`src/ips_pkg.sv`:
```
/*
 * Shared constants, enumerations and carrier structs of the interrogation
 * pulse sequencer: pulse timing in nanoseconds and derived clock counts,
 * mode and slot encodings, control and pulse bundles, state records.
 * Assumes a 125 MHz system clock; all cycle counts below derive from CLK_NS.
 */
// Function
// - All-call short and long: P4 leading edge 10.0 us after P1.
// - All-call short: P4 nominally 0.8 us wide.
// - All-call long at nominal: P4 1.6 us wide.
// - All-call short gives P1, P3 and short P4 only.
// - All-call long gives P1, P3 and long P4.
// - Legacy beacon interrogation gives only P1 and P3.
// - Mode S interrogation gives P1, P2 and P6.
// - Interlace: Mode S P1 follows preceding legacy P1 by 200 us.
// - Interlace ratio sets legacy interrogations before each Mode S one.
// - Double interrogation: second P1 200 us after first P1.
// - Each double slot independently picks legacy, Mode S, short or long all-call.
// - Double or burst without partner match flashes the pairing fault flag.
// - Burst command emits the programmed count of selected interrogations.
// - P6 off suppresses P6; nominal restores calibrated timing.
// - Signed width trim widens or narrows P6; nominal restores width.
// - Signed position trim shifts P6; nominal restores position.
// - P5 overlaps phase reversal; level follows partner SLS setting.
// - Phase reversal omitted when off, generated when on.
// - Phase reversal position trim moves reversal and P5 together.
// - P4 external setting follows partner level; P4 off suppresses P4.
// - All-call long applies signed width trim to P4.
// - All-call long applies signed position trim to P4.
// - Mode S: P2 2.0 us and P6 3.5 us after P1.
// - Phase reversal 2.75 us after P2 leading edge.
// - Legacy: P3 leading edge 8.0 us after P1.
package ips_pkg;

    // Clock and pulse timing in ns
    localparam int CLK_NS          = 8;
    localparam int PULSE_W_NS      = 800;
    localparam int P2_POS_NS       = 2000;
    localparam int P3_POS_NS       = 8000;
    localparam int P4_POS_NS       = 10000;
    localparam int P4_SHORT_NS     = 800;
    localparam int P4_LONG_NS      = 1600;
    localparam int P6_POS_NS       = 3500;
    localparam int P6_W_NS         = 16250;
    localparam int SPR_AFTER_P2_NS = 2750;
    localparam int SPR_W_NS        = 80;
    localparam int P5_W_NS         = 800;
    localparam int SLOT_NS         = 200000;
    localparam int FLASH_NS        = 250000000;

    // Derived cycle counts, least times rounded up
    localparam int PULSE_W_CYC  = (PULSE_W_NS + CLK_NS - 1) / CLK_NS;
    localparam int P2_POS_CYC   = (P2_POS_NS + CLK_NS - 1) / CLK_NS;
    localparam int P3_POS_CYC   = (P3_POS_NS + CLK_NS - 1) / CLK_NS;
    localparam int P4_POS_CYC   = (P4_POS_NS + CLK_NS - 1) / CLK_NS;
    localparam int P4_SHORT_CYC = (P4_SHORT_NS + CLK_NS - 1) / CLK_NS;
    localparam int P4_LONG_CYC  = (P4_LONG_NS + CLK_NS - 1) / CLK_NS;
    localparam int P6_POS_CYC   = (P6_POS_NS + CLK_NS - 1) / CLK_NS;
    localparam int P6_W_CYC     = (P6_W_NS + CLK_NS - 1) / CLK_NS;
    localparam int SPR_POS_CYC  = (P2_POS_NS + SPR_AFTER_P2_NS + CLK_NS - 1) / CLK_NS;
    localparam int SPR_W_CYC    = (SPR_W_NS + CLK_NS - 1) / CLK_NS;
    localparam int P5_W_CYC     = (P5_W_NS + CLK_NS - 1) / CLK_NS;
    localparam int P5_LEAD_CYC  = P5_W_CYC / 2;
    localparam int SLOT_CYC     = (SLOT_NS + CLK_NS - 1) / CLK_NS;
    localparam int FLASH_CYC    = FLASH_NS / CLK_NS;

    // Field widths
    localparam int T_W     = 16;
    localparam int TRIM_W  = 8;
    localparam int RATIO_W = 4;
    localparam int BURST_W = 16;
    localparam int FL_W    = 26;
    localparam int N_CH    = 7;

    // Window channel indices
    localparam int CH_P1  = 0;
    localparam int CH_P2  = 1;
    localparam int CH_P3  = 2;
    localparam int CH_P4  = 3;
    localparam int CH_P5  = 4;
    localparam int CH_P6  = 5;
    localparam int CH_SPR = 6;

    typedef enum logic [2:0] {
        legacy_beacon_mode        = 3'h0,
        uplink_message_mode       = 3'h1,
        all_call_short_mode       = 3'h3,
        all_call_long_mode        = 3'h2,
        interlace_mode            = 3'h6,
        double_interrogation_mode = 3'h7,
        burst_mode                = 3'h5
    } ips_mode_t;

    typedef enum logic [1:0] {
        KIND_LEGACY = 2'h0,
        KIND_UPLINK = 2'h1,
        KIND_SHORT  = 2'h3,
        KIND_LONG   = 2'h2
    } ips_kind_t;

    typedef enum logic [1:0] {
        PSEL_OFF = 2'h0,
        PSEL_CAL = 2'h1,
        PSEL_VAR = 2'h2
    } ips_psel_t;

    typedef enum logic {
        FSM_IDLE = 1'b0,
        FSM_RUN  = 1'b1
    } ips_fsm_t;

    typedef struct packed {
        logic                     nominal;
        logic signed [TRIM_W-1:0] value;
    } ips_trim_t;

    typedef struct packed {
        ips_mode_t          mode;
        ips_kind_t          slot1;
        ips_kind_t          slot2;
        logic [RATIO_W-1:0] ratio;
        ips_psel_t          p4_sel;
        ips_psel_t          p6_sel;
        logic               spr_on;
        logic               sls_enable;
        ips_trim_t          p4_width_trim;
        ips_trim_t          p4_position_trim;
        ips_trim_t          p6_width_trim;
        ips_trim_t          p6_position_trim;
        ips_trim_t          spr_position_trim;
    } ips_ctrl_t;

    typedef struct packed {
        logic p1;
        logic p2;
        logic p3;
        logic p4;
        logic p5;
        logic p6;
        logic spr;
        logic ext_level;
    } ips_pulse_t;

    typedef struct packed {
        logic s1;
        logic s2;
        logic s3;
        logic level;
    } ips_sync_t;

    typedef struct packed {
        ips_fsm_t           fsm;
        logic [T_W-1:0]     t;
        logic [RATIO_W:0]   slot;
        ips_kind_t          kind;
        logic [BURST_W-1:0] burst_left;
        logic [FL_W-1:0]    flash_cnt;
        logic               flash;
        logic               trig_prev;
        logic               busy;
        logic               burst_active;
        logic               fault;
        ips_pulse_t         pulses;
    } ips_state_t;

endpackage : ips_pkg

```
`src/ips_sync.sv`:
```
/*
 * Three-stage input synchroniser with agreement filter.
 * Assumes the input is asynchronous to clock; output is a registered level.
 */
`timescale 1ns/1ps
module ips_sync
    import ips_pkg::*;
(
    input  wire logic clock,
    input  wire logic rst_n,
    input  wire logic din,
    output logic      dout
);

    ips_sync_t st_ff;
    ips_sync_t nxt_st;

    // Shift chain; level moves only when stages two and three agree
    always_comb begin
        nxt_st    = st_ff;
        nxt_st.s1 = din;
        nxt_st.s2 = st_ff.s1;
        nxt_st.s3 = st_ff.s2;
        if (st_ff.s2 == st_ff.s3) begin
            nxt_st.level = st_ff.s3;
        end
    end

    always_ff @(posedge clock or negedge rst_n) begin
        if (!rst_n) begin
            st_ff <= '0;
        end else begin
            st_ff <= nxt_st;
        end
    end

    assign dout = st_ff.level;

endmodule : ips_sync

```
`src/ips_window.sv`:
```
/*
 * Pulse window comparator: high while the frame time lies in
 * [start, start + width). Purely combinational; caller registers the result.
 */
`timescale 1ns/1ps
module ips_window
    import ips_pkg::*;
(
    input  wire logic [T_W-1:0] t,
    input  wire logic [T_W-1:0] start,
    input  wire logic [T_W-1:0] width,
    input  wire logic           enable,
    output logic                hit
);

    logic [T_W:0] stop;

    // Widened end point avoids wrap at the top of the frame
    assign stop = {1'b0, start} + {1'b0, width};
    assign hit  = enable && (t >= start) && ({1'b0, t} < stop);

endmodule : ips_window

```
`src/ips_sequencer.sv`:
```
/*
 * Interrogation pulse sequencer top: schedules legacy, Mode S and all-call
 * interrogations, interlace and double groups and bursts, and draws the
 * pulse modulation lines with their trims.
 * Assumes control fields are static from front-panel logic on this clock,
 * the trigger and partner match come from pins, and burst_go is a one-cycle
 * pulse on this clock.
 */
`timescale 1ns/1ps
module ips_sequencer
    import ips_pkg::*;
#(
    parameter int SLOT_CYCLES  = SLOT_CYC,
    parameter int FLASH_CYCLES = FLASH_CYC
)(
    input  wire logic               clock,
    input  wire logic               rst_n,
    input  wire ips_ctrl_t          ctrl,
    input  wire logic               trig_pin,
    input  wire logic               partner_match_pin,
    input  wire logic               burst_go,
    input  wire logic [BURST_W-1:0] burst_count,
    output ips_pulse_t              pulses,
    output logic                    seq_busy,
    output logic                    burst_active,
    output logic                    pairing_fault_flag
);

    localparam int CHK_P4S  = P4_SHORT_CYC;
    localparam int CHK_P4L  = P4_LONG_CYC;
    localparam int CHK_SPRW = SPR_W_CYC;

    // Refuse frame lengths the counters or the pulse layout cannot hold
    if (SLOT_CYCLES >= 2 ** T_W || SLOT_CYCLES < P6_POS_CYC + P6_W_CYC + 2 ** TRIM_W) begin : g_bad_slot
        $error("SLOT_CYCLES out of range");
    end
    if (FLASH_CYCLES >= 2 ** FL_W || FLASH_CYCLES < 2) begin : g_bad_flash
        $error("FLASH_CYCLES out of range");
    end

    ips_state_t         st_ff;
    ips_state_t         nxt_st;
    logic               trig_lvl;
    logic               match_lvl;
    logic               trig_rise;
    logic               fault_cond;
    logic [RATIO_W:0]   group_len;
    logic [T_W-1:0]     win_start [N_CH];
    logic [T_W-1:0]     win_width [N_CH];
    logic [N_CH-1:0]    win_en;
    logic [N_CH-1:0]    hit;
    logic signed [TRIM_W-1:0] p4w_eff;
    logic signed [TRIM_W-1:0] p4p_eff;
    logic signed [TRIM_W-1:0] p6w_eff;
    logic signed [TRIM_W-1:0] p6p_eff;
    logic signed [TRIM_W-1:0] sprp_eff;
    logic [T_W-1:0]     spr_start;

    // Pin inputs through the agreement synchroniser
    ips_sync u_trig_sync (
        .clock (clock),
        .rst_n (rst_n),
        .din   (trig_pin),
        .dout  (trig_lvl)
    );

    ips_sync u_match_sync (
        .clock (clock),
        .rst_n (rst_n),
        .din   (partner_match_pin),
        .dout  (match_lvl)
    );

    // Add a signed trim to a base time
    function automatic logic [T_W-1:0] add_trim(input logic [T_W-1:0] base,
                                                input logic signed [TRIM_W-1:0] tr);
        logic signed [T_W+1:0] sum;
        sum = $signed({2'b00, base}) + (T_W+2)'(tr);
        return sum[T_W-1:0];
    endfunction : add_trim

    // Interrogation type of a given slot of the current group
    function automatic ips_kind_t kind_for(input ips_ctrl_t c, input logic [RATIO_W:0] slot);
        ips_kind_t k;
        k = KIND_LEGACY;
        unique case (c.mode)
            legacy_beacon_mode:  k = KIND_LEGACY;
            uplink_message_mode: k = KIND_UPLINK;
            all_call_short_mode: k = KIND_SHORT;
            all_call_long_mode:  k = KIND_LONG;
            interlace_mode: begin
                k = (slot < group_len - 1'b1) ? KIND_LEGACY : KIND_UPLINK;
            end
            double_interrogation_mode: begin
                k = (slot == '0) ? c.slot1 : c.slot2;
            end
            burst_mode: k = c.slot1;
            default:    k = KIND_LEGACY;
        endcase
        return k;
    endfunction : kind_for

    // Group length; a zero ratio is served as one
    always_comb begin
        unique case (ctrl.mode)
            interlace_mode: begin
                group_len = (ctrl.ratio == '0) ? (RATIO_W+1)'(2)
                                               : {1'b0, ctrl.ratio} + 1'b1;
            end
            double_interrogation_mode: group_len = (RATIO_W+1)'(2);
            default:                   group_len = (RATIO_W+1)'(1);
        endcase
    end

    // Trims forced to zero at nominal; P4 trims only in long all-call
    assign p4w_eff  = (ctrl.p4_width_trim.nominal || st_ff.kind != KIND_LONG)
                      ? '0 : ctrl.p4_width_trim.value;
    assign p4p_eff  = (ctrl.p4_position_trim.nominal || st_ff.kind != KIND_LONG)
                      ? '0 : ctrl.p4_position_trim.value;
    assign p6w_eff  = ctrl.p6_width_trim.nominal ? '0 : ctrl.p6_width_trim.value;
    assign p6p_eff  = ctrl.p6_position_trim.nominal ? '0 : ctrl.p6_position_trim.value;
    assign sprp_eff = ctrl.spr_position_trim.nominal ? '0 : ctrl.spr_position_trim.value;
    assign spr_start = add_trim(T_W'(SPR_POS_CYC), sprp_eff);

    // Window layout of every pulse for the running interrogation type
    always_comb begin
        win_start[CH_P1] = '0;
        win_width[CH_P1] = T_W'(PULSE_W_CYC);
        win_en[CH_P1]    = 1'b1;
        win_start[CH_P2] = T_W'(P2_POS_CYC);
        win_width[CH_P2] = T_W'(PULSE_W_CYC);
        win_en[CH_P2]    = (st_ff.kind == KIND_UPLINK);
        win_start[CH_P3] = T_W'(P3_POS_CYC);
        win_width[CH_P3] = T_W'(PULSE_W_CYC);
        win_en[CH_P3]    = (st_ff.kind != KIND_UPLINK);
        win_start[CH_P4] = add_trim(T_W'(P4_POS_CYC), p4p_eff);
        win_width[CH_P4] = (st_ff.kind == KIND_LONG)
                           ? add_trim(T_W'(P4_LONG_CYC), p4w_eff)
                           : T_W'(P4_SHORT_CYC);
        win_en[CH_P4]    = ((st_ff.kind == KIND_SHORT) || (st_ff.kind == KIND_LONG))
                           && (ctrl.p4_sel != PSEL_OFF);
        win_start[CH_P5] = spr_start - T_W'(P5_LEAD_CYC);
        win_width[CH_P5] = T_W'(P5_W_CYC);
        win_en[CH_P5]    = (st_ff.kind == KIND_UPLINK) && ctrl.sls_enable;
        win_start[CH_P6] = add_trim(T_W'(P6_POS_CYC), p6p_eff);
        win_width[CH_P6] = add_trim(T_W'(P6_W_CYC), p6w_eff);
        win_en[CH_P6]    = (st_ff.kind == KIND_UPLINK) && (ctrl.p6_sel != PSEL_OFF);
        win_start[CH_SPR] = spr_start;
        win_width[CH_SPR] = T_W'(SPR_W_CYC);
        win_en[CH_SPR]    = (st_ff.kind == KIND_UPLINK) && ctrl.spr_on;
    end

    // One comparator per pulse line
    for (genvar ch = 0; ch < N_CH; ch++) begin : g_win
        ips_window u_win (
            .t      (st_ff.t),
            .start  (win_start[ch]),
            .width  (win_width[ch]),
            .enable (win_en[ch]),
            .hit    (hit[ch])
        );
    end

    assign trig_rise  = trig_lvl && !st_ff.trig_prev;
    assign fault_cond = ((ctrl.mode == double_interrogation_mode)
                         || (ctrl.mode == burst_mode)) && !match_lvl;

    // Sequencer, burst counter, flash timer and pulse registers
    always_comb begin
        nxt_st           = st_ff;
        nxt_st.trig_prev = trig_lvl;

        // Burst load on command; count is spent one per trigger
        if (burst_go && ctrl.mode == burst_mode) begin
            nxt_st.burst_left = burst_count;
        end

        unique case (st_ff.fsm)
            FSM_IDLE: begin
                nxt_st.t = '0;
                if (trig_rise) begin
                    if (ctrl.mode != burst_mode) begin
                        nxt_st.fsm  = FSM_RUN;
                        nxt_st.slot = '0;
                        nxt_st.kind = kind_for(ctrl, '0);
                    end else if (st_ff.burst_left != '0 && !burst_go) begin
                        nxt_st.fsm        = FSM_RUN;
                        nxt_st.slot       = '0;
                        nxt_st.kind       = kind_for(ctrl, '0);
                        nxt_st.burst_left = st_ff.burst_left - 1'b1;
                    end
                end
            end
            FSM_RUN: begin
                nxt_st.t = st_ff.t + 1'b1;
                if (st_ff.t == T_W'(SLOT_CYCLES - 1)) begin
                    nxt_st.t = '0;
                    if (st_ff.slot + 1'b1 < group_len) begin
                        // Next interrogation 200 us after the previous P1
                        nxt_st.slot = st_ff.slot + 1'b1;
                        nxt_st.kind = kind_for(ctrl, st_ff.slot + 1'b1);
                    end else begin
                        nxt_st.fsm = FSM_IDLE;
                    end
                end
            end
        endcase

        // Pairing fault blinks while the mismatch stands
        if (fault_cond) begin
            if (st_ff.flash_cnt == FL_W'(FLASH_CYCLES - 1)) begin
                nxt_st.flash_cnt = '0;
                nxt_st.flash     = !st_ff.flash;
            end else begin
                nxt_st.flash_cnt = st_ff.flash_cnt + 1'b1;
            end
        end else begin
            nxt_st.flash_cnt = '0;
            nxt_st.flash     = 1'b0;
        end
        nxt_st.fault = fault_cond && !st_ff.flash;

        nxt_st.busy         = (nxt_st.fsm == FSM_RUN);
        nxt_st.burst_active = (nxt_st.burst_left != '0) || (ctrl.mode == burst_mode
                              && nxt_st.fsm == FSM_RUN);

        // Pulse lines registered from the windows
        nxt_st.pulses.p1  = st_ff.busy && hit[CH_P1];
        nxt_st.pulses.p2  = st_ff.busy && hit[CH_P2];
        nxt_st.pulses.p3  = st_ff.busy && hit[CH_P3];
        nxt_st.pulses.p4  = st_ff.busy && hit[CH_P4];
        nxt_st.pulses.p5  = st_ff.busy && hit[CH_P5];
        nxt_st.pulses.p6  = st_ff.busy && hit[CH_P6];
        nxt_st.pulses.spr = st_ff.busy && hit[CH_SPR];
        nxt_st.pulses.ext_level = st_ff.busy && ((hit[CH_P4] && ctrl.p4_sel == PSEL_VAR)
                                  || hit[CH_P5]);
    end

    always_ff @(posedge clock or negedge rst_n) begin
        if (!rst_n) begin
            st_ff <= '0;
        end else begin
            st_ff <= nxt_st;
        end
    end

    assign pulses             = st_ff.pulses;
    assign seq_busy           = st_ff.busy;
    assign burst_active       = st_ff.burst_active;
    assign pairing_fault_flag = st_ff.fault;
endmodule : ips_sequencer

```
`config.mk`:
```
export PLATFORM = sky130hd
export DESIGN_NAME = ips_sequencer
export DESIGN_NICKNAME = d
export VERILOG_FILES = /design/src/ips_pkg.sv /design/src/ips_sync.sv /design/src/ips_window.sv /design/src/ips_sequencer.sv
export SDC_FILE = /design/constraint.sdc
export NUM_CORES = 1
export LEC_CHECK = 0
export BUFFER_PORTS_ARGS = -buffer_cell sky130_fd_sc_hd__buf_2
export CELL_PAD_IN_SITES_DETAIL_PLACEMENT = 1
export CELL_PAD_IN_SITES_GLOBAL_PLACEMENT = 2
export CORE_MARGIN = 2
export CORE_UTILIZATION = 39
export DETAILED_ROUTE_END_ITERATION = 12
export PLACE_DENSITY = 0.81
export SETUP_SLACK_MARGIN = 0.15
export SLEW_MARGIN = 15
export SYNTH_ARGS = -nofsm -noshare
export SYNTH_HDL_FRONTEND = slang
export SYNTH_HIERARCHICAL = 1
export SYNTH_SLANG_ARGS = --single-unit
```
`constraint.sdc`:
```
create_clock -name clock -period 5.5 [get_ports clock]
set_input_delay 0.825 -clock clock [delete_from_list [all_inputs] [get_ports clock]]
set_output_delay 0.825 -clock clock [all_outputs]
set_load 0.05 [all_outputs]
```
# After elaboration in Yosys (flattened, before gate mapping)
# Index checks and enable logic that the tools add are counted.
# word_totals
elab_cells	161
ff_bits	86
in_bits	83
output_inout_bits	11
# classes
mux	29
eq_ne	22
reduce_logical	50
n_addsub	16
bitwise	1
n_lt_le_gt_ge	17
# op_table
operator	n
$lt 16x17->1	4
$ge 16x16->1	4
$mux 16	4
$pmux 24 s2	1
$mux 23	2
$mux 8	5
$add 16x16->17	2
$logic_and 1x1->1	32
$reduce_bool 16->1	2
$mux 27	1
$add 12x8->13 const A	2
$add 26x1->26 const B	1
$eq 26x25->1 const B	1
$mux 26	1
$mux 24	1
$add 16x4->17 const B	1
$add 16x7->17 const B	1
$add 16x1->16 const B	1
$eq 16x15->1 const B	1
$ge 16x1->1 const B	1
$ge 16x10->1 const B	1
$ge 16x8->1 const B	1
$lt 16x11->1 const B	1
$lt 16x7->1 const B	1
other kinds (35)	63

# Depth between registers and ports, before layout
# Gate-level depths: netlist of run 1.
# depth
ltp_word	13
depth_mapped	26
depth_no_buf	25

# Cells and area by module
# Netlist of run 1, hierarchy kept.
# by_module_without_submodules
module	seq_area_each_um2	area_each_um2	cells_each	n_inst
ips_window	0.0	1485.2	193	7
ips_sequencer	1951.9	5434.0	645	1
ips_sync	100.1	111.4	5	2

# Worst setup path after synthesis of run 1
# No wires, ideal clock.
# synth_timing
path_type	in2reg
startpoint	input ctrl[8] in the netlist's numbering
endpoint	register st_ff (netlist bit pulses[0])
required_ns	5.380
setup_slack_ns	0.831
n_path_buf	1
t_arrival_ns	4.549
setup_time_ns	0.120
path_stages	23
cell_sequence	clkbuf_1 > nand2b_1 > inv_1 > ha_1 > a21oi_1 > inv_1 > a21oi_1 > nor2_1 > or2_2 > nand2_1 > xnor2_1 > ha_1 > a21oi_1 > a21boi_0 > xor2_1 > ha_1 > nand4_1 > a21oi_1 > a21oi_1 > o21ai_0 > a32oi_1 > and2_1 > a31o_2
# synth_rtl
element	line_no	rtl
start: declaration	ips_sequencer.sv:18	input wire ips_ctrl_t ctrl,
end signal: assignment	ips_sequencer.sv:243	st_ff <= nxt_st;
end: declaration	ips_sequencer.sv:41	ips_state_t st_ff;

==> out/results.txt, run 1 <==
Filler cells - 5169
I/O pin cnt - 94
met2 GRT Util - 39.7%
max_cap viols - 0
vias in the first global route - 15.6k
CTS tree - built
first-pass GRT wire length - 77600 um
Pre-Repair DR Iteration Count - 4
element type at the critical path end - flop
Setup violations, final - 0
Ant. Diodes - 0
syn_area_per_cell - 8.00 sq um
vias per cell - 5.26
Die Height - 207 um
Leak - 9.49 nW
GRT Resource Usage Total - 22.2%
# clock sinks - 86
FF+latch count, synth - 86
Critical Path Source Type - flop
hold crit path type - reg -> reg
routability cong. - 0.904
Remaining Overflow, GRT - 0
share of the synthesized area in the top cell type - 27.4%
initial DRC count - 431
hold_buf cts - 0
Core Rows - 74
Routed WL - 46700 um
Yosys Warn Count - 6
max_slew headroom - 35.9%
Worst-path clk slew - 70 ps
worst slack at placement - 370 ps
I/O Buffers - 93
Switching Share - 40.2%
post-synth cell types - 78
GR Layer Usage met1 - 29.3%
Most Crowded Layer GR - met2
# DRC - 0
Num CTS Buffers - 9
largest net degree at the start of global routing - 47
worst-path maximum fanout - 7
post-CTS sizing - 0
Highest Clock Rate - 209 MHz
Clk Latency, worst-skew pair - 350 ps
grt met3 use - 1.98%
Main synth FF type - dfrtp_1
Max Slew Vio Count - 0
post-layout util - 45.1%
Seq/Total Area, Yosys - 13.4%
Vias - 15.2k
nets - 2790
detailed placement HPWL - 36700 um
Placeable Area - 0.0407 sq mm
Hold Vio Cnt, Final - 0
cell taking the most area after synthesis - ha_1
antenna viol nets, final - 0
internal power - 0.00150 W
Req. time, crit path - 5790 ps
die area - 0.0428 sq mm
number of setup buffers added after CTS - 0
H-tree Lvls - 3
initial antenna violation count - 0
WS Path Type - reg -> reg
synthesized area - 0.0161 sq mm
initial core utilization - 39.4%
share of post-route cells with drive strength above 1 - 8.20%
peak supply drop - 0.144 mV
final period utilization - 87.1%
PD cells - 137 mW/mm^2
unrepaired setup endpoints after global routing - no
clock root buffer - clkbuf_16
Combinational Power Share - 49.2%
Post-synth EDFFs - 0
Die Wd - 207 um
Synth area leaders - ha_1 27%, dfrtp_1 13%, a21oi_1 5.1%
R2R setup slack - 710 ps
DR WL/cell - 16.2 um
Max Root-Sink Buffers - 2
commonest non-fill, non-tap cell in the layout - ha_1
status - complete, no violations
setup tns final - 0 ps
Tmin final - 4790 ps
Tightest Pin Transition - 958 ps
setup ws final - 711 ps
NetSw - 0.00101 W
most frequent cells in the layout - 352 x ha_1, 247 x conb_1, 176 x inv_1
total power - 0.00251 W
Data arrival, critical path - 5080 ps
sequential power share - 27.2%
Clk pwr share - 23.6%
Area Growth Syn to Fin - 14.4%
final setup skew - 16.2 ps
FFs w/ async S/R, synth - 100%
Syn Inst Count - 2006
## cells in the mapped netlist, drive strengths merged, types with 14 or more instances
master / n
a2111oi: 21
a211o: 15
a211oi: 26
a21boi: 15
a21o: 65
a21oi: 171
a31oi: 23
and2: 29
and3: 22
buf: 16
dfrtp: 86
ha: 352
inv: 176
nand2: 99
nand2b: 55
nand3: 57
nand4: 31
nor2: 158
nor2b: 32
nor3: 39
nor4: 23
o211ai: 24
o21a: 32
o21ai: 127
o21bai: 16
or2: 14
or4: 23
xnor2: 66
xor2: 82
## per-layer routing
layer  wire length (um)  share of wire (%)  vias up
li1                   -                  -     7792
met1              22600                 48     7194
met2              22300                 48      150
met3               1010                2.2       48
met4                767                1.6        0
met5                  0                  0        -
## metrics by stage
stage               hold slack [ps]  std cells  area, sq um
floorplan                       331       2251        17000
global placement                348       2869        18100
detailed placement              339       2869        18100
CTS                             375       2885        18400
global route                    380       2885        18400
finish                          371       2885        18400
## power groups by stage
| stage | Clock, W | Sequential (W) | Combinational, W |
|---|---|---|---|
| floorplan | 0 | 0.000688 | 0.000942 |
| global placement | 0 | 0.000694 | 0.00111 |
| detailed placement | 0 | 0.000695 | 0.00114 |
| CTS | 0.000614 | 0.000683 | 0.00115 |
| global route | 0.000638 | 0.000688 | 0.00142 |
| finish | 0.000592 | 0.000684 | 0.00124 |
## final timing paths
check,from,endpoint,depth (start not counted)
max in group asynchronous,rst_n,st_ff[75],2
min in group asynchronous,rst_n,burst_active,1
hold / removal,u_trig_sync/nxt_st[2],u_trig_sync/nxt_st[1],0
setup / recovery,st_ff[56],pulses[0],23
setup reg to reg,st_ff[56],pulses[0],23
hold reg to reg,u_trig_sync/nxt_st[2],u_trig_sync/nxt_st[1],0
## critical path, stage by stage, from the launching register on
cell and delay [ps]:
dfrtp_1 520, nand2b_1 250, nor2_1 360, nand2_1 200, inv_1 100, ha_1 180
nand3_1 130, xnor2_1 160, nand2_1 110, ha_1 320, nor3_1 150, o21ai_0 150
a31oi_1 280, o21bai_1 90, a21oi_1 180, xor2_1 180, ha_1 270, a211oi_1 270
o21ai_0 120, a21oi_1 130, o21ai_0 80, a32oi_1 160, and2_1 170, a31o_2 160
## state kept, by name, summed over array words and instances, names as in the netlist, 2 cells and up
register,count
u_match_sync/nxt_st,2
u_trig_sync/nxt_st,2
st_ff,67
pulses,8
## cell families after synthesis
kind of cell | share of synthesized area [%]
flops | 13.4
fa+ha+maj | 28.5
buf+inv | 5.08
simple gates | 19.7
other cells | 0.0468
xor+xnor | 8.07
compound gates | 24.9
mux | 0.257
## cell type report
class / instances / area, sq um / share of cell area, %
clock buffers: 10 / 229 / 1.25
inverters: 176 / 661 / 3.60
well taps: 532 / 666 / 3.62
multi-input cells: 1963 / 14000 / 76.2
clock inverters: 6 / 46.3 / 0.252
flip-flops and latches: 86 / 2150 / 11.7
repair buffers: 112 / 611 / 3.32
No activity file was read; power rests on OpenSTA's default activity.
==> run 2: changes to the inputs <==
ABC_AREA = 1   (was not set)
CORE_UTILIZATION = 35   (was 39)
PLACE_DENSITY = 0.79   (was 0.81)
clock period = 4.5 ns   (was 5.5 ns; I/O delays follow)
==> run 2 against run 1 <==
- utilization down 4.2 points
- total power up 35%
- sequential share of layout area down 0.97 points
- critical path depth up 5
- via count up 19%
- setup slack worse by 200 ps
- non-clock buffer count up 2
- area after synthesis up 8.2%
- critical path type unchanged
- fmax up 20%
- hold slack worse by 3.2 ps
==> out/results.txt, run 2 <==
most frequent cells in the layout - 704 x nand2_1, 463 x inv_1, 350 x ha_1 (was 352 x ha_1, 247 x conb_1, 176 x inv_1)
largest net degree at the start of global routing - 64 (was 47)
Max Root-Sink Buffers - 2 (unchanged)
Pre-Repair DR Iteration Count - 5 (was 4)
max_slew headroom - 27.2% (was 35.9%)
routability cong. - 0.858 (was 0.904)
share of post-route cells with drive strength above 1 - 7.80% (was 8.20%)
Yosys Warn Count - 6 (unchanged)
Clk Latency, worst-skew pair - 370 ps (was 350 ps)
synthesized area - 0.0174 sq mm (was 0.0161 sq mm)
Max Slew Vio Count - 0 (unchanged)
Main synth FF type - dfrtp_1 (unchanged)
final period utilization - 88.7% (was 87.1%)
detailed placement HPWL - 45700 um (was 36700 um)
status - complete, no violations (unchanged)
post-layout util - 40.9% (was 45.1%)
hold_buf cts - 0 (unchanged)
final setup skew - 9.80 ps (was 16.2 ps)
antenna viol nets, final - 0 (unchanged)
Tightest Pin Transition - 1090 ps (was 958 ps)
Routed WL - 55200 um (was 46700 um)
Critical Path Source Type - flop (unchanged)
Commonest cells post-synth - 705 x nand2_1, 465 x inv_1, 352 x ha_1, 230 x a21oi_1, 224 x nor2_1 (was 352 x ha_1, 176 x inv_1, 164 x a21oi_1, 158 x nor2_1, 126 x o21ai_0)
peak supply drop - 0.159 mV (was 0.144 mV)
unrepaired setup endpoints after global routing - no (unchanged)
Req. time, crit path - 4780 ps (was 5790 ps)
GRT Resource Usage Total - 22.1% (was 22.2%)
WS Path Type - reg -> reg (unchanged)
Post-synth EDFFs - 0 (unchanged)
Worst-path clk slew - 70 ps (about the same)
share of the synthesized area in the top cell type - 25.3% (was 27.4%)
# DRC - 0 (unchanged)
setup tns final - 0 ps (unchanged)
initial DRC count - 501 (was 431)
FF+latch count, synth - 86 (unchanged)
vias per cell - 4.81 (was 5.26)
Synth area leaders - ha_1 25%, nand2_1 15%, dfrtp_1 12% (was ha_1 27%, dfrtp_1 13%, a21oi_1 5.1%)
die area - 0.0514 sq mm (was 0.0428 sq mm)
post-synth cell types - 44 (was 78)
max_cap viols - 0 (unchanged)
worst-path maximum fanout - 4 (was 7)
CP max stage cell - dfrtp_1 (unchanged)
H-tree Lvls - 3 (unchanged)
Highest Clock Rate - 250 MHz (was 209 MHz)
worst slack at placement - 166 ps (was 370 ps)
Leak - 11.5 nW (was 9.49 nW)
CP dominant cell by count - nand2_1
commonest non-fill, non-tap cell in the layout - nand2_1 (was ha_1)
clock root buffer - clkbuf_16 (unchanged)
initial core utilization - 35.5% (was 39.4%)
Die Wd - 227 um (was 207 um)
Remaining Overflow, GRT - 0 (unchanged)
most common cell in the netlist - nand2_1 (was ha_1)
syn_area_per_cell - 6.36 sq um (was 8.00 sq um)
Data arrival, critical path - 4270 ps (was 5080 ps)
initial antenna violation count - 0 (unchanged)
Ant. Diodes - 0 (unchanged)
PD cells - 169 mW/mm^2 (was 137 mW/mm^2)
Die Height - 227 um (was 207 um)
first-pass GRT wire length - 92400 um (was 77600 um)
Area Growth Syn to Fin - 15.3% (was 14.4%)
Placeable Area - 0.0490 sq mm (was 0.0407 sq mm)
hold crit path type - reg -> reg (unchanged)
Seq/Total Area, Yosys - 12.4% (was 13.4%)
Vias - 18.1k (was 15.2k)
CP max stage delay - 360 ps (was 520 ps)
CTS tree - built (unchanged)
I/O Buffers - 93 (unchanged)
Hold Vio Cnt, Final - 0 (unchanged)
Core Rows - 81 (was 74)
Num CTS Buffers - 9 (unchanged)
element type at the critical path end - flop (unchanged)
R2R setup slack - 510 ps (was 710 ps)
Syn Inst Count - 2733 (was 2006)
number of flip-flops in the largest register - 67 (unchanged)
setup ws final - 507 ps (was 711 ps)
cell taking the most area after synthesis - ha_1 (unchanged)
nets - 3526 (was 2790)
Tmin final - 3990 ps (was 4790 ps)
Setup violations, final - 0 (unchanged)
FFs w/ async S/R, synth - 100% (unchanged)
Reg with most FFs - st_ff (unchanged)
DR WL/cell - 14.7 um (was 16.2 um)
vias in the first global route - 18.9k (was 15.6k)
# clock sinks - 86 (unchanged)
I/O pin cnt - 94 (unchanged)
[run 2: changes by cell type in the layout (fill, tap and decap cells not counted), moves of 32 or more]
cell      change
a21o_1       -51
a21oi_1      +62
inv_1       +287
nand2_1     +605
nand2_2      +32
nand2b_1     -55
nand3_1      +86
nor2_1       +65
nor2b_1      -32
o21ai_0      -51
[run 2: final timing paths]
path | from | to | cells after the start
min in group asynchronous | rst_n | st_ff[49] | 1
max | st_ff[56] | pulses[0] | 28
min | u_match_sync/nxt_st[2] | u_match_sync/nxt_st[1] | 0
min reg2reg | u_match_sync/nxt_st[2] | u_match_sync/nxt_st[1] | 0
max in group asynchronous | rst_n | st_ff[62] | 2
max reg2reg | st_ff[56] | pulses[0] | 28
[run 2: logic make-up (layout without fill, tap and decap cells)]
family	Yosys count	count (layout)	synth area share [%]
flip-flops	86	86	12.4
adder cells (fa/ha/maj)	359	359	26.2
buffers and inverters	485	597	10.8
AND/OR/NAND/NOR	1286	1286	32.0
other	2	246	0.0432
XOR/XNOR	112	112	5.65
AO/OA/AOI/OAI	403	403	13.0
[run 2: final cells by class]
class / count / area (sq um)
Clock buffer: 10 / 239
Clock inverter: 6 / 70.1
Fill cell: 6714 / 28900
Inverter: 467 / 1760
Multi-Input combinational cell: 2406 / 14400
Sequential cell: 86 / 2150
Tap cell: 664 / 831
Timing Repair Buffer: 114 / 626
[run 2: routing by layer]
layer	routed length, um	global-route usage [%]
met5	0	0
met4	760	4.22
met3	565	1.35
met2	27400	41.2
met1	26500	27.9
[run 2: worst max-delay path, delay by kind of cell, from the launching register on]
| family | cells | cell delay [ps] |
|---|---|---|
| AOI/OAI and AO/OA | 7 | 1140 |
| adders and majority gates | 3 | 750 |
| DFF | 1 | 360 |
| and+or+nand+nor | 12 | 1100 |
| buffers and inverters | 5 | 400 |
| xor gates and xnor gates | 1 | 150 |
[run 2: per-stage QoR]
| step | cells | total power [W] | hold WS, ps | cell area (sq um) |
|---|---|---|---|---|
| 2_1_floorplan | 2977 | 0.00214 | 331 | 18300 |
| 3_3_place_gp | 3734 | 0.00240 | 360 | 19600 |
| 3_5_place_dp | 3734 | 0.00245 | 352 | 19600 |
| 4_1_cts | 3750 | 0.00329 | 377 | 19900 |
| 5_1_grt | 3753 | 0.00373 | 381 | 20000 |
| 6_report | 3753 | 0.00338 | 367 | 20000 |
[run 2: what timing repair did]
| action | CTS | global route |
|---|---|---|
| gates resized for setup | 0 | 22 |
| setup endpoints to repair | 0 | 3 |
| buffers inserted | 0 | 3 |
[run 2: where the power goes]
group,switching (W),internal [W]
clock,0.000365,0.000450
combinational,0.00107,0.000650
sequential,0.0000361,0.000807
total,0.00147,0.00191
==> run 3: changes to the inputs <==
CORE_UTILIZATION = 38   (was 35)
GPL_TIMING_DRIVEN = 0   (was not set)
PLACE_DENSITY = 0.85   (was 0.79)
clock period = 5.12 ns   (was 4.5 ns; I/O delays follow)
==> run 3 against run 2 <==
- non-clock buffer count is 3 lower
- hold slack worse by 150 ps
- final cell count decreased by 1.8%
- sequential share of layout area increased by 0.12 points
- clock skew rose by 0.59 ps
- sequential power is 12% lower
- setup slack improved by 110 ps
- register-to-register slack improved by 110 ps
- critical path type unchanged
==> out/results.txt, run 3 (same netlist as run 2, synthesis figures left out) <==
Hold Slack - 217 ps (was 367 ps)
worst-path maximum fanout - 7 (was 4)
R2R Path End - pulses[0] (unchanged)
Clk Latency, worst-skew pair - 370 ps (about the same)
largest net degree at the start of global routing - 75 (was 64)
PD cells - 148 mW/mm^2 (was 169 mW/mm^2)
initial antenna violation count - 1 (was 0)
clock root buffer - clkbuf_16 (unchanged)
vias per cell - 4.89 (was 4.81)
Max Slew Vio Count - 0 (unchanged)
DR WL/cell - 14.4 um (was 14.7 um)
Worst-path clk slew - 70 ps (about the same)
share of post-route cells with drive strength above 1 - 7.10% (was 7.80%)
final setup skew - 10.4 ps (was 9.80 ps)
Die Wd - 218 um (was 227 um)
Pre-Repair DR Iteration Count - 5 (unchanged)
first-pass GRT wire length - 89500 um (was 92400 um)
number of flip-flops in the largest register - 67 (unchanged)
r2r worst-path depth - 27 (was 28)
Ant. Diodes - 0 (unchanged)
Hold Vio Cnt, Final - 0 (unchanged)
WS Path Type - reg -> reg (unchanged)
most frequent cells in the layout - 705 x nand2_1, 465 x inv_1, 352 x ha_1 (was 704 x nand2_1, 463 x inv_1, 350 x ha_1)
Core Rows - 78 (was 81)
FF/Latch Area - 0.00215 sq mm (about the same)
Highest Clock Rate - 222 MHz (was 250 MHz)
nets - 3523 (was 3526)
placed cells - 3670 (was 3734)
peak supply drop - 0.164 mV (was 0.159 mV)
antenna viol nets, final - 0 (unchanged)
Data arrival, critical path - 4770 ps (was 4270 ps)
R2R setup slack - 610 ps (was 510 ps)
Setup violations, final - 0 (unchanged)
Filler cells - 6289 (was 6714)
Num CTS Buffers - 9 (unchanged)
hold crit path type - in -> async (was reg -> reg)
setup tns final - 0 ps (unchanged)
Critical Path Source Type - flop (unchanged)
Die Height - 218 um (was 227 um)
max_cap viols - 0 (unchanged)
I/O Buffers - 92 (was 93)
max_slew headroom - 20.8% (was 27.2%)
Placeable Area - 0.0453 sq mm (was 0.0490 sq mm)
worst reg2reg startpoint - st_ff[56] (unchanged)
initial DRC count - 687 (was 501)
hold_buf cts - 0 (unchanged)
CTS tree - built (unchanged)
GRT Resource Usage Total - 22.9% (was 22.1%)
Leak - 11.5 nW (about the same)
# clock sinks - 86 (unchanged)
final period utilization - 88.0% (was 88.7%)
Req. time, crit path - 5390 ps (was 4780 ps)
I/O pin cnt - 94 (unchanged)
commonest non-fill, non-tap cell in the layout - nand2_1 (unchanged)
detailed placement HPWL - 43500 um (was 45700 um)
vias in the first global route - 18.9k (about the same)
area of the multi-input gates - 0.0143 sq mm (was 0.0144 sq mm)
routability cong. - 0.851 (was 0.858)
Area Growth Syn to Fin - 14.2% (was 15.3%)
Max Root-Sink Buffers - 2 (unchanged)
Remaining Overflow, GRT - 0 (unchanged)
Reg with most FFs - st_ff (unchanged)
element type at the critical path end - flop (unchanged)
Tightest Pin Transition - 1190 ps (was 1090 ps)
Vias - 18.0k (was 18.1k)
status - complete, no violations (unchanged)
H-tree Lvls - 3 (unchanged)
Routed WL - 53000 um (was 55200 um)
unrepaired setup endpoints after global routing - no (unchanged)
Cell Count, Final, Fillers Out - 3686 (was 3753)
die area - 0.0475 sq mm (was 0.0514 sq mm)
Tmin final - 4510 ps (was 3990 ps)
# DRC - 0 (unchanged)
initial core utilization - 38.4% (was 35.5%)
[run 3: cell count changes in the layout (fill, tap and decap cells not counted), moves of 3 or more]
cell | previous run | this run
a21oi_2 | 4 | 0
buf_2 | 92 | 95
buf_4 | 22 | 8
clkbuf_1 | 0 | 3
buf_6 | 0 | 3
a21oi_1 | 226 | 230
[run 3: area by class of cell]
type / instances / share of cell area [%]
plain buffers: 18 / 0.593
repair buffers: 93 / 2.49
clock buffers: 9 / 1.14
multi-input cells: 2406 / 72.0
flip-flops and latches: 86 / 10.9
inverters: 467 / 8.85
clock inverters: 7 / 0.328
well taps: 600 / 3.78
[run 3: what timing repair did]
| action | in CTS | in global routing |
|---|---|---|
| endpoints found under the setup margin | 0 | 1 |
| resized for setup | 0 | 2 |
| buffers inserted | 0 | 0 |
[run 3: worst max-delay path, stage by stage, from the launching register on]
cell and delay (ps):
dfrtp_1 350, inv_1 110, nor2_2 180, inv_1 160, nor2_4 200, nand2_1 220, inv_1 110, ha_1 180
nand3_1 140, nand3_1 120, xor2_1 270, ha_1 350, nand2_1 110, inv_1 80, a21oi_1 180, nand2_2 110
xnor2_1 180, ha_1 280, a21oi_1 170, o21a_1 140, nand3_1 80, nand2_1 70, nand2_1 40, nand2_1 50
nand2_1 70, nor2_2 120, nand2_1 90, o31ai_1 250
[run 3: through the flow]
stage	utilization (%)	instance area [sq um]	setup slack (ps)	total power [W]
detailed placement	43.1	19500	302	0.00215
CTS	43.8	19800	487	0.00286
floorplan	-	18300	1270	0.00188
global placement	43.1	19500	408	0.00210
global route	43.8	19800	165	0.00324
finish	43.8	19800	614	0.00294
[run 3: routing by layer]
layer | wire length (um) | track usage (%) | part of all wire, %
met3 | 921 | 1.37 | 1.7
met4 | 603 | 4.10 | 1.1
met5 | 16 | 0 | 0.030
met2 | 26400 | 43.1 | 50
met1 | 25100 | 28.8 | 47
[run 3: worst max path at each step]
stage	cells after the start	start	endpoint	slack [ps]
2_1_floorplan	28	ctrl[1]	pulses[0]	1270
3_3_place_gp	28	ctrl[8]	pulses[0]	410
3_5_place_dp	28	ctrl[8]	pulses[0]	300
4_1_cts	27	st_ff[56]	pulses[0]	490
5_1_grt	27	st_ff[56]	pulses[0]	160
6_report	27	st_ff[56]	pulses[0]	610
[run 3: power by group]
group	internal, W	switching [W]
Clock	0.000342	0.000347
Combinational	0.000572	0.000939
Sequential	0.000709	0.0000317
Total	0.00162	0.00132
